File: config.mk
export PLATFORM = sky130hd
export DESIGN_NAME = clock_gen_and_temp_adc_ctrl
export DESIGN_NICKNAME = d
export VERILOG_FILES = /design/src/rtl/clkgen_pkg.sv /design/src/rtl/tick_div.sv /design/src/rtl/adc_accum.sv /design/src/rtl/clock_gen_and_temp_adc_ctrl.sv
export SDC_FILE = /design/constraint.sdc
export NUM_CORES = 1
export LEC_CHECK = 0
export BUFFER_PORTS_ARGS = -buffer_cell sky130_fd_sc_hd__buf_2
export CAP_MARGIN = 10
export CORE_ASPECT_RATIO = 1.4
export CORE_MARGIN = 2
export CORE_UTILIZATION = 60
export DETAILED_ROUTE_END_ITERATION = 10
export PLACE_DENSITY = 0.83
export SYNTH_ARGS = -nofsm -noshare
export SYNTH_HDL_FRONTEND = slang
export SYNTH_HIERARCHICAL = 1
export SYNTH_SLANG_ARGS = --single-unit
export TNS_END_PERCENT = 5
File: constraint.sdc
create_clock -name aclk -period 8.5 [get_ports aclk]
set_clock_uncertainty 0.05 [all_clocks]
set_input_delay 0.85 -clock aclk [delete_from_list [all_inputs] [get_ports aclk]]
set_output_delay 0.85 -clock aclk [all_outputs]
set_load 0.02 [all_outputs]
File: src/rtl/clkgen_pkg.sv
package clkgen_pkg;
  // core clock and oscillator rates
  localparam int CLK_HZ = 200_000_000;
  localparam int SLOW_HZ = 32768;
  localparam int FAST_HZ = 8_389_000;
  localparam int SLOW_PERIOD = CLK_HZ / SLOW_HZ;
  localparam int FAST_PERIOD = CLK_HZ / FAST_HZ;
  localparam int FAST_TARGET = FAST_HZ / SLOW_HZ;
  localparam int FAST_TOL = 2;
  // divider ratios
  localparam int LINK_DIV = 8;
  localparam int NVM_DIV = 8;
  localparam int ADC_DIV = 128;
  localparam int TIMEOUT_DIV = 256;
  // power-up reset time, rounded up to slow ticks
  localparam int POR_TIME_US = 4000;
  localparam int POR_TICKS = (POR_TIME_US * SLOW_HZ + 999_999) / 1_000_000;
  // link-low timeout, counted in slow/256 ticks
  localparam int LINK_LOW_MS = 2000;
  localparam int TIMEOUT_HZ = SLOW_HZ / TIMEOUT_DIV;
  localparam int LINK_LOW_TICKS = LINK_LOW_MS * TIMEOUT_HZ / 1000;
  // converter
  localparam int CONVERSION_START_BIT_SAMPLES = 1024;
  localparam int ADC_STEP = 32;
  localparam logic [15:0] ADC_POS_FULL = 16'h7fff;
  localparam logic [15:0] ADC_NEG_FULL = 16'h8000;
  // register offsets
  localparam logic [7:0] OFF_CTRL = 8'h00;
  localparam logic [7:0] OFF_STATUS = 8'h04;
  localparam logic [7:0] OFF_RESULT = 8'h08;
  localparam logic [7:0] OFF_TRIM = 8'h0c;
  // field positions
  localparam int CTRL_CONVERSION_START_BIT = 0;
  localparam int CTRL_LINK_EN = 1;
  localparam int ST_BUSY = 0;
  localparam int ST_VALID = 1;
  localparam int ST_POR = 2;
  localparam int ST_TIMEOUT = 3;
  // slow trim location in nonvolatile page 0
  localparam logic [8:0] SLOW_TRIM_ADDR = 9'h03e;
  localparam logic [7:0] SLOW_TRIM_RST = 8'h00;
  // bus responses
  localparam logic [1:0] RESP_OKAY = 2'b00;
  localparam logic [1:0] RESP_SLVERR = 2'b10;
endpackage : clkgen_pkg

File: src/rtl/tick_div.sv
`timescale 1ns/1ps
// counts step pulses and emits one tick every period steps while enabled
module tick_div #(
  parameter int W = 8
) (
  input wire logic aclk, // core clock
  input wire logic aresetn, // sync reset, active low
  input wire logic en, // divider runs while high
  input wire logic step, // source pulse
  input wire logic [W-1:0] period, // steps per tick
  output logic tick // one-cycle output pulse
);
  logic [W-1:0] cnt_q;

  if (W < 2) begin : g_chk
    $error("tick_div needs W of at least 2");
  end

  // dropping en clears the count, so a gated divider restarts in phase
  always_ff @(posedge aclk) begin
    if (!aresetn) begin
      cnt_q <= '0;
      tick <= 1'b0;
    end else begin
      tick <= 1'b0;
      if (!en) begin
        cnt_q <= '0;
      end else if (step) begin
        if (cnt_q >= period - 1'b1) begin
          cnt_q <= '0;
          tick <= 1'b1;
        end else begin
          cnt_q <= cnt_q + 1'b1;
        end
      end
    end
  end
endmodule : tick_div

File: src/rtl/adc_accum.sv
`timescale 1ns/1ps
// delta-sigma decimator: saturating two's-complement accumulator
module adc_accum
  import clkgen_pkg::*;
#(
  parameter int SAMPLES = CONVERSION_START_BIT_SAMPLES,
  parameter int STEP = ADC_STEP
) (
  input wire logic aclk, // core clock
  input wire logic aresetn, // sync reset, active low
  input wire logic clr, // restart a conversion
  input wire logic step, // modulator sample strobe
  input wire logic mod_bit, // modulator bit
  output logic [15:0] result, // signed result
  output logic done // one-cycle end pulse
);
  import clkgen_pkg::*;
  logic [15:0] n_q;
  logic [16:0] sum;
  logic [15:0] sat;

  if (SAMPLES < 2 || SAMPLES > 65535 || STEP < 1 || STEP > 16384) begin : g_chk
    $error("adc_accum parameters out of range");
  end

  // the extra sum bit exposes overflow, which pins the code to a full-scale end
  assign sum = {result[15], result} + (mod_bit ? 17'(STEP) : -17'(STEP));
  assign sat = (sum[16] == sum[15]) ? sum[15:0] :
               (sum[16] ? ADC_NEG_FULL : ADC_POS_FULL);

  always_ff @(posedge aclk) begin
    if (!aresetn) begin
      result <= 16'h0000;
      n_q <= 16'h0000;
      done <= 1'b0;
    end else begin
      done <= 1'b0;
      if (clr) begin
        result <= 16'h0000;
        n_q <= 16'h0000;
      end else if (step) begin
        result <= sat;
        n_q <= n_q + 16'h0001;
        done <= (n_q == 16'(SAMPLES - 1));
      end
    end
  end
endmodule : adc_accum

File: src/rtl/clock_gen_and_temp_adc_ctrl.sv
// Local design decisions: the address map and register access over AXI4-Lite.
`timescale 1ns/1ps
// What this block does
// - conversion result is presented as a 16-bit word
// - writing one to the start bit begins conversion; hardware clears it at end
// - start sets busy and clears the result-valid flag
// - end of conversion clears start bit and busy, sets result-valid
// - writing zero to the start bit aborts a running conversion
// - result is two's complement, positive full scale equals reference
// - result saturates, never wrapping from positive to negative full scale
// - slow oscillator runs continuously except in shutdown
// - fast oscillator enabled only while some consumer needs it
// - clocks of unused modules and interfaces are gated off
// - after reset, slow trim is read from page 0 into trim register
// - slow-clocked trim loop keeps adjusting fast oscillator while enabled
// - power-up reset period of 4 ms timed on slow ticks
// - link held low 2 s detected by slow/256 timeout counter
// - link logic and unmapped register access clocked at fast/8
// - nonvolatile reads and programming clocked at fast/8
// - converter clocked at fast/128 while a conversion runs
module clock_gen_and_temp_adc_ctrl
  import clkgen_pkg::*;
#(
  parameter int SLOW_PERIOD_CYC = SLOW_PERIOD,
  parameter int FAST_PERIOD_CYC = FAST_PERIOD
) (
  input wire logic aclk, // 200 MHz core clock
  input wire logic aresetn, // sync reset, active low
  input wire logic [7:0] s_axi_awaddr, // write address
  input wire logic s_axi_awvalid, // write address valid
  output logic s_axi_awready, // write address ready
  input wire logic [31:0] s_axi_wdata, // write data
  input wire logic [3:0] s_axi_wstrb, // write strobes
  input wire logic s_axi_wvalid, // write data valid
  output logic s_axi_wready, // write data ready
  output logic [1:0] s_axi_bresp, // write response
  output logic s_axi_bvalid, // write response valid
  input wire logic s_axi_bready, // write response ready
  input wire logic [7:0] s_axi_araddr, // read address
  input wire logic s_axi_arvalid, // read address valid
  output logic s_axi_arready, // read address ready
  output logic [31:0] s_axi_rdata, // read data
  output logic [1:0] s_axi_rresp, // read response
  output logic s_axi_rvalid, // read data valid
  input wire logic s_axi_rready, // read data ready
  input wire logic shutdown, // device in shutdown
  input wire logic link_in, // single-wire link level
  input wire logic adc_mod_bit, // modulator bitstream
  input wire logic nvm_busy, // nonvolatile access under way
  input wire logic nvm_rd_valid, // read data valid
  input wire logic [7:0] nvm_rd_data, // read data
  output logic nvm_rd_req, // trim read request
  output logic [8:0] nvm_rd_addr, // trim read address
  output logic slow_osc_tick, // slow oscillator pulse
  output logic fast_osc_tick, // fast oscillator pulse
  output logic fast_osc_en, // fast oscillator enable
  output logic link_clk_en, // fast/8 link clock pulse
  output logic nvm_clk_en, // fast/8 memory clock pulse
  output logic adc_clk_en, // fast/128 converter pulse
  output logic [7:0] slow_trim, // slow oscillator trim
  output logic [7:0] fast_trim, // fast oscillator trim
  output logic por_done, // power-up period over
  output logic link_low_timeout // link low for 2 s
);
  import clkgen_pkg::*;

  typedef enum logic [1:0] {TL_IDLE, TL_REQ, TL_DONE} trim_st_t;

  if (SLOW_PERIOD_CYC < 200 || SLOW_PERIOD_CYC > 16000 ||
      FAST_PERIOD_CYC < 2 || FAST_PERIOD_CYC > 255) begin : g_chk
    $error("oscillator periods out of range");
  end

  logic aw_have, w_have, wr_fire, rd_hit, wr_hit;
  logic [7:0] awaddr_q, araddr_q;
  logic [31:0] wdata_q, rd_word;
  logic [3:0] wstrb_q;
  logic wr_ctrl, start_go, abort_go, conversion_start_bit_done;
  logic busy_q, valid_q, link_en_q, unmap_q;
  logic fast_need, slow256_tick;
  logic [13:0] slow_per;
  logic [15:0] adc_result;
  logic [15:0] por_cnt_q;
  logic [8:0] low_cnt_q;
  logic [9:0] fcnt_q;
  trim_st_t tl_q;

  // ---- AXI4-Lite slave
  assign aw_have = !s_axi_awready;
  assign w_have = !s_axi_wready;
  assign wr_fire = aw_have && w_have && !s_axi_bvalid;
  assign wr_hit = (awaddr_q == OFF_CTRL) || (awaddr_q == OFF_STATUS) ||
                  (awaddr_q == OFF_RESULT) || (awaddr_q == OFF_TRIM);
  assign rd_hit = (araddr_q == OFF_CTRL) || (araddr_q == OFF_STATUS) ||
                  (araddr_q == OFF_RESULT) || (araddr_q == OFF_TRIM);
  assign wr_ctrl = wr_fire && (awaddr_q == OFF_CTRL) && wstrb_q[0];

  // address and data are latched independently; the answer waits for both
  always_ff @(posedge aclk) begin
    if (!aresetn) begin
      s_axi_awready <= 1'b1;
      s_axi_wready <= 1'b1;
      s_axi_bvalid <= 1'b0;
      s_axi_bresp <= RESP_OKAY;
      awaddr_q <= 8'h00;
      wdata_q <= 32'h0000_0000;
      wstrb_q <= 4'h0;
    end else begin
      if (s_axi_awvalid && s_axi_awready) begin
        awaddr_q <= s_axi_awaddr;
        s_axi_awready <= 1'b0;
      end
      if (s_axi_wvalid && s_axi_wready) begin
        wdata_q <= s_axi_wdata;
        wstrb_q <= s_axi_wstrb;
        s_axi_wready <= 1'b0;
      end
      if (wr_fire) begin
        s_axi_bvalid <= 1'b1;
        s_axi_bresp <= wr_hit ? RESP_OKAY : RESP_SLVERR;
      end
      if (s_axi_bvalid && s_axi_bready) begin
        s_axi_bvalid <= 1'b0;
        s_axi_awready <= 1'b1;
        s_axi_wready <= 1'b1;
      end
    end
  end

  // read mux; the result goes out raw, temperature scaling is host work
  always_comb begin
    rd_word = 32'h0000_0000;
    case (araddr_q)
      OFF_CTRL: begin
        rd_word[CTRL_CONVERSION_START_BIT] = busy_q;
        rd_word[CTRL_LINK_EN] = link_en_q;
      end
      OFF_STATUS: begin
        rd_word[ST_BUSY] = busy_q;
        rd_word[ST_VALID] = valid_q;
        rd_word[ST_POR] = por_done;
        rd_word[ST_TIMEOUT] = link_low_timeout;
      end
      OFF_RESULT: rd_word[15:0] = adc_result;
      OFF_TRIM: rd_word[15:0] = {fast_trim, slow_trim};
      default: rd_word = 32'h0000_0000;
    endcase
  end

  // one read at a time: arready drops until the data are taken
  always_ff @(posedge aclk) begin
    if (!aresetn) begin
      s_axi_arready <= 1'b1;
      s_axi_rvalid <= 1'b0;
      s_axi_rdata <= 32'h0000_0000;
      s_axi_rresp <= RESP_OKAY;
      araddr_q <= 8'h00;
    end else if (s_axi_arvalid && s_axi_arready) begin
      araddr_q <= s_axi_araddr;
      s_axi_arready <= 1'b0;
    end else if (!s_axi_arready && !s_axi_rvalid) begin
      s_axi_rvalid <= 1'b1;
      s_axi_rdata <= rd_word;
      s_axi_rresp <= rd_hit ? RESP_OKAY : RESP_SLVERR;
    end else if (s_axi_rvalid && s_axi_rready) begin
      s_axi_rvalid <= 1'b0;
      s_axi_arready <= 1'b1;
    end
  end

  // ---- conversion control
  assign start_go = wr_ctrl && wdata_q[CTRL_CONVERSION_START_BIT] && !busy_q;
  assign abort_go = wr_ctrl && !wdata_q[CTRL_CONVERSION_START_BIT] && busy_q;

  // start bit and busy share one flop; a write of one while busy is ignored
  always_ff @(posedge aclk) begin
    if (!aresetn) begin
      busy_q <= 1'b0;
      valid_q <= 1'b0;
      link_en_q <= 1'b0;
    end else begin
      if (wr_ctrl) begin
        link_en_q <= wdata_q[CTRL_LINK_EN];
      end
      if (start_go) begin
        busy_q <= 1'b1;
        valid_q <= 1'b0;
      end else if (abort_go) begin
        busy_q <= 1'b0;
      end else if (conversion_start_bit_done && busy_q) begin
        busy_q <= 1'b0;
        valid_q <= 1'b1;
      end
    end
  end

  adc_accum u_accum (
    .aclk(aclk),
    .aresetn(aresetn),
    .clr(start_go),
    .step(adc_clk_en && busy_q),
    .mod_bit(adc_mod_bit),
    .result(adc_result),
    .done(conversion_start_bit_done)
  );

  // ---- oscillators and dividers
  assign slow_per = 14'(SLOW_PERIOD_CYC) + {{6{slow_trim[7]}}, slow_trim};
  // an unmapped access holds the fast/8 request until one pulse is given
  assign fast_need = link_en_q || unmap_q || nvm_busy || nvm_rd_req || busy_q;

  tick_div #(.W(14)) u_slow (
    .aclk(aclk),
    .aresetn(aresetn),
    .en(!shutdown),
    .step(1'b1),
    .period(slow_per),
    .tick(slow_osc_tick)
  );

  tick_div #(.W(8)) u_fast (
    .aclk(aclk),
    .aresetn(aresetn),
    .en(fast_osc_en),
    .step(1'b1),
    .period(fast_trim),
    .tick(fast_osc_tick)
  );

  tick_div #(.W(4)) u_link (
    .aclk(aclk),
    .aresetn(aresetn),
    .en(fast_osc_en && (link_en_q || unmap_q)),
    .step(fast_osc_tick),
    .period(4'(LINK_DIV)),
    .tick(link_clk_en)
  );

  tick_div #(.W(4)) u_nvm (
    .aclk(aclk),
    .aresetn(aresetn),
    .en(fast_osc_en && (nvm_busy || nvm_rd_req)),
    .step(fast_osc_tick),
    .period(4'(NVM_DIV)),
    .tick(nvm_clk_en)
  );

  tick_div #(.W(8)) u_adc (
    .aclk(aclk),
    .aresetn(aresetn),
    .en(fast_osc_en && busy_q),
    .step(fast_osc_tick),
    .period(8'(ADC_DIV - 1) + 8'h01),
    .tick(adc_clk_en)
  );

  tick_div #(.W(9)) u_slow256 (
    .aclk(aclk),
    .aresetn(aresetn),
    .en(!shutdown),
    .step(slow_osc_tick),
    .period(9'(TIMEOUT_DIV)),
    .tick(slow256_tick)
  );

  // fast enable follows demand one cycle late; unmapped flag: set beats clear
  always_ff @(posedge aclk) begin
    if (!aresetn) begin
      fast_osc_en <= 1'b0;
      unmap_q <= 1'b0;
    end else begin
      fast_osc_en <= fast_need;
      unmap_q <= (wr_fire && !wr_hit) || (s_axi_rvalid && s_axi_rready && !rd_hit) ||
                 (unmap_q && !link_clk_en);
    end
  end

  // fast trim: count fast pulses per slow period and nudge the period
  always_ff @(posedge aclk) begin
    if (!aresetn) begin
      fast_trim <= 8'(FAST_PERIOD_CYC);
      fcnt_q <= 10'h000;
    end else if (!fast_osc_en) begin
      fcnt_q <= 10'h000;
    end else if (slow_osc_tick) begin
      fcnt_q <= 10'h000;
      if (fcnt_q < 10'(FAST_TARGET - FAST_TOL) && fast_trim > 8'h02) begin
        fast_trim <= fast_trim - 8'h01;
      end else if (fcnt_q > 10'(FAST_TARGET + FAST_TOL) && fast_trim != 8'hff) begin
        fast_trim <= fast_trim + 8'h01;
      end
    end else if (fast_osc_tick && fcnt_q != 10'h3ff) begin
      fcnt_q <= fcnt_q + 10'h001;
    end
  end

  // ---- slow trim load from page 0 right after reset
  assign nvm_rd_addr = SLOW_TRIM_ADDR;
  always_ff @(posedge aclk) begin
    if (!aresetn) begin
      tl_q <= TL_IDLE;
      nvm_rd_req <= 1'b0;
      slow_trim <= SLOW_TRIM_RST;
    end else begin
      unique case (tl_q)
        TL_IDLE: begin
          tl_q <= TL_REQ;
          nvm_rd_req <= 1'b1;
        end
        TL_REQ: if (nvm_rd_valid) begin
          slow_trim <= nvm_rd_data;
          nvm_rd_req <= 1'b0;
          tl_q <= TL_DONE;
        end
        TL_DONE: tl_q <= TL_DONE;
      endcase
    end
  end

  // ---- power-up timer and link-low timeout, both on slow-derived pulses
  always_ff @(posedge aclk) begin
    if (!aresetn) begin
      por_cnt_q <= 16'h0000;
      por_done <= 1'b0;
      low_cnt_q <= 9'h000;
      link_low_timeout <= 1'b0;
    end else begin
      if (slow_osc_tick && !por_done) begin
        por_cnt_q <= por_cnt_q + 16'h0001;
        por_done <= (por_cnt_q == 16'(POR_TICKS - 1));
      end
      // the timeout stays up while the line is low and drops once it is released
      if (link_in) begin
        low_cnt_q <= 9'h000;
        link_low_timeout <= 1'b0;
      end else if (slow256_tick && !link_low_timeout) begin
        low_cnt_q <= low_cnt_q + 9'h001;
        link_low_timeout <= (low_cnt_q == 9'(LINK_LOW_TICKS - 1));
      end
    end
  end
endmodule : clock_gen_and_temp_adc_ctrl

==> flow_metrics.env <==
export IMPL_status="finished clean"
export IMPL_dp_hpwl_um=17200
export IMPL_clkTransAtPathRegs_ns=0.08
export IMPL_synthCells=1243
export IMPL_top_usage_layer="met2"
export IMPL_grt_use_met2_pct=47.2
export IMPL_fillCellCount=1431
export IMPL_root_buffer="clkbuf_16"
export IMPL_drc=0
export IMPL_yosysWarnings=6
export IMPL_ctsResizeCount=0
export IMPL_synthFlopType="dfxtp_1"
export IMPL_cp_cell_sequence="inv_1 > ha_1 > nand2b_1 > a21oi_1 > nor2b_1 > xnor2_1 > or4_4 > nor3_2 > xnor2_1 > ha_1 > nand4_1 > nor2_1 > o311ai_1 > a21boi_1 > and3_1"
export IMPL_grt_overflow=0
export IMPL_layout_common_cells="dfxtp_1, nand2_1, conb_1"
export IMPL_diodes=0
export IMPL_fin_crit_ns=4.38
export IMPL_drive_above_1_share_pct=12.6
export IMPL_async_flop_share_pct=0
export IMPL_finalHoldViolCount=0
export IMPL_clkPwrFrac_pct=40.4
export IMPL_clk_insertion_delay_late_ns=0.44
export IMPL_combPwrFrac_pct=13.0
export IMPL_final_core_util_pct=68.3
export IMPL_multi_input_area_mm2=0.00701
export IMPL_grt_util_met1_pct=28.1
export IMPL_path_max_fanout=14
export IMPL_fin_nets=1528
export IMPL_grt_pass1_wl_um=39900
export IMPL_synth_cell_types=82
export IMPL_coreArea_mm2=0.0179
export IMPL_final_antenna_net_count=0
export IMPL_required_ns=8.82
export IMPL_netlist_area_mm2=0.0110
export IMPL_cts_tree="yes"
export IMPL_final_seq_area_mm2=0.00370
export IMPL_drv_cap=0
export IMPL_synth_seq_area_share_pct=33.7
export IMPL_detail_route_iter0_violations=661
export IMPL_initial_core_util_pct=61.3
export IMPL_path_buf_inv=1
export IMPL_arrival_ns=4.70
export IMPL_drt_total_wl_um=23700
export IMPL_final_max_slew_violation_count=0
export IMPL_grt_pass1_vias=8848
export IMPL_fin_area_mm2=0.0122
export IMPL_vias=9095
export IMPL_setup_violations=0
export IMPL_cts_buffers_inserted=17
export IMPL_ys_ff_latch=185
export IMPL_grt_antenna_before_repair=0
export IMPL_routed_via_density=5.60
export IMPL_p_leak_nw=5.04
export IMPL_die_x_um=118
export IMPL_hold_class="flip-flop to flip-flop"
export IMPL_gp_congestion=0.874
export IMPL_crit_path_start_kind="flip-flop"
export IMPL_use_met3_pct=3.99
export IMPL_cell_internal_pwr_mw=1.39
export IMPL_critPathMaxStageDelay_ns=0.83
export IMPL_switching_share_pct=29.8
export IMPL_timing_hold_ws_ns=0.415
export IMPL_crit_type="flip-flop to flip-flop"
export IMPL_postCtsHoldBufs=0
export IMPL_routedWlPerCell_um=14.6
export IMPL_cts_setup_buffers=0
export IMPL_area_delta_synth_final_pct=11.4
export IMPL_period_share_pct=51.5
export IMPL_powerDensity_mw_per_mm2=162
export IMPL_port_buffers=86
export IMPL_firstDrtPassIters=5
export IMPL_num_rows=58
export IMPL_placed_cell_area_mm2=0.0116
export IMPL_synth_edf_count=0
export IMPL_switchingPower_mw=0.591
export IMPL_worst_pin_slew_ns=1.02
export IMPL_cts_buffer_depth=2
export IMPL_max_slew_margin_pct=31.8
export IMPL_grt_max_degree=63
export IMPL_critPathTopFamily="simple AND/OR/NAND/NOR gates"
export IMPL_dieArea_mm2=0.0194
export IMPL_pin_count=147
export IMPL_peakVddDrop_uv=151
export IMPL_grt_total_usage_pct=24.8
export IMPL_fin_setup_tns_ns=0
export IMPL_cts_sinks=185
export IMPL_cp_slowest_cell="a21boi_1"
export IMPL_die_h_um=164
export IMPL_pwr_share_seq_pct=46.6
export IMPL_max_freq_ghz=0.229
export IMPL_endpoint_kind="flip-flop"
export IMPL_syn_area_per_cell_um2=8.83
export IMPL_grt_setup_unrepaired="false"
export IMPL_layout_commonest_cell="dfxtp_1"
export IMPL_htreeDepth=4
metrics by stage:
step | power [mW] | instances | setup WS (ns)
final | 1.98 | 1623 | 4.12
after global routing | 2.06 | 1623 | 3.65
after CTS | 1.99 | 1623 | 4.13
after detailed placement | 1.19 | 1591 | 4.09
after global placement | 1.18 | 1591 | 4.12
after floorplan | 1.13 | 1336 | 4.85
worst register-to-register path: stages (launching register included):
cell and delay (ns):
dfxtp_1 0.54, inv_1 0.17, ha_1 0.26, nand2b_1 0.10, a21oi_1 0.07, nor2b_1 0.26
xnor2_1 0.19, or4_4 0.60, nor3_2 0.15, xnor2_1 0.10, ha_1 0.30, nand4_1 0.14
nor2_1 0.17, o311ai_1 0.13, a21boi_1 0.83, and3_1 0.27
area by class of cell:
class | count | area share (%)
Tap cell | 240 | 2.45
Sequential cell | 185 | 30.3
Timing Repair Buffer | 89 | 3.70
Clock buffer | 18 | 3.59
Multi-Input combinational cell | 1033 | 57.2
Clock inverter | 14 | 1.37
Inverter | 44 | 1.37
registers in the layout (all words and copies together) (netlist names), 2 cells and up:
signal           count
por_cnt_q           16
s_axi_rdata         16
u_accum/n_q         16
u_slow/cnt_q        14
u_accum/result      12
fcnt_q              10
low_cnt_q            9
u_slow256/cnt_q      9
araddr_q             8
awaddr_q             8
fast_trim            8
slow_trim            8
u_adc/cnt_q          8
u_fast/cnt_q         8
u_link/cnt_q         4
u_nvm/cnt_q          4
tl_q                 2
wdata_q              2
path summary, 6_finish.rpt:
kind | startpoint | end | slack (ns) | cells past startpoint
worst min-delay path | araddr_q[4] | araddr_q[4] | 0.41 | 2
worst min register to register | araddr_q[4] | araddr_q[4] | 0.41 | 2
worst max-delay path | slow_trim[0] | u_slow/tick | 4.12 | 15
worst max register to register | slow_trim[0] | u_slow/tick | 4.12 | 15
synth_stat cells, types with 6 or more instances:
cell | instances | area share [%]
nor4_1 | 9 | 0.51
a21oi_1 | 38 | 1.7
o21ai_0 | 29 | 1.3
nor2b_1 | 38 | 2.2
inv_1 | 42 | 1.4
a22oi_1 | 16 | 1.1
a211oi_1 | 10 | 0.68
xor2_1 | 65 | 5.2
buf_4 | 34 | 2.3
nor3_1 | 56 | 2.6
o211ai_1 | 7 | 0.48
a21o_1 | 6 | 0.41
clkbuf_1 | 27 | 0.92
nor2_1 | 80 | 2.7
nand3_1 | 43 | 2.0
buf_2 | 6 | 0.27
mux2_2 | 14 | 1.4
mux2i_1 | 13 | 1.2
nor4b_1 | 6 | 0.48
and3_1 | 10 | 0.57
xnor2_1 | 60 | 4.8
nand2b_1 | 19 | 1.1
and2_1 | 20 | 1.1
nand4_1 | 34 | 1.9
a31oi_1 | 10 | 0.57
a21boi_0 | 32 | 2.2
and4_1 | 6 | 0.48
o21bai_1 | 6 | 0.41
or3_1 | 8 | 0.46
nand2_1 | 124 | 4.2
o21a_1 | 6 | 0.41
dfxtp_1 | 185 | 34
ha_1 | 84 | 9.6
power groups by stage:
stage,Sequential (mW),Clock (mW),Combinational [mW]
after global placement,0.940,0,0.240
after CTS,0.922,0.814,0.254
after floorplan,0.940,0,0.194
final,0.923,0.801,0.257
after detailed placement,0.942,0,0.252
after global routing,0.926,0.844,0.287
cell families after synthesis:
logic type,count (synthesis),share of synthesized area (%)
xor gates and xnor gates,125,9.97
other,2,0.0684
DFF,185,33.7
muxes,28,2.83
and+or+nand+nor,486,23.5
buffers and inverters,118,5.65
AOI/OAI and AO/OA,213,14.3
adders and majority gates,86,9.94
layer usage:
layer  share of wire, %  vias up
met5                  0        -
met4                1.7        0
met3                3.8       30
met2                 52      205
li1                   -     4517
met1                 42     4343
No activity file was read; power rests on OpenSTA's default activity.
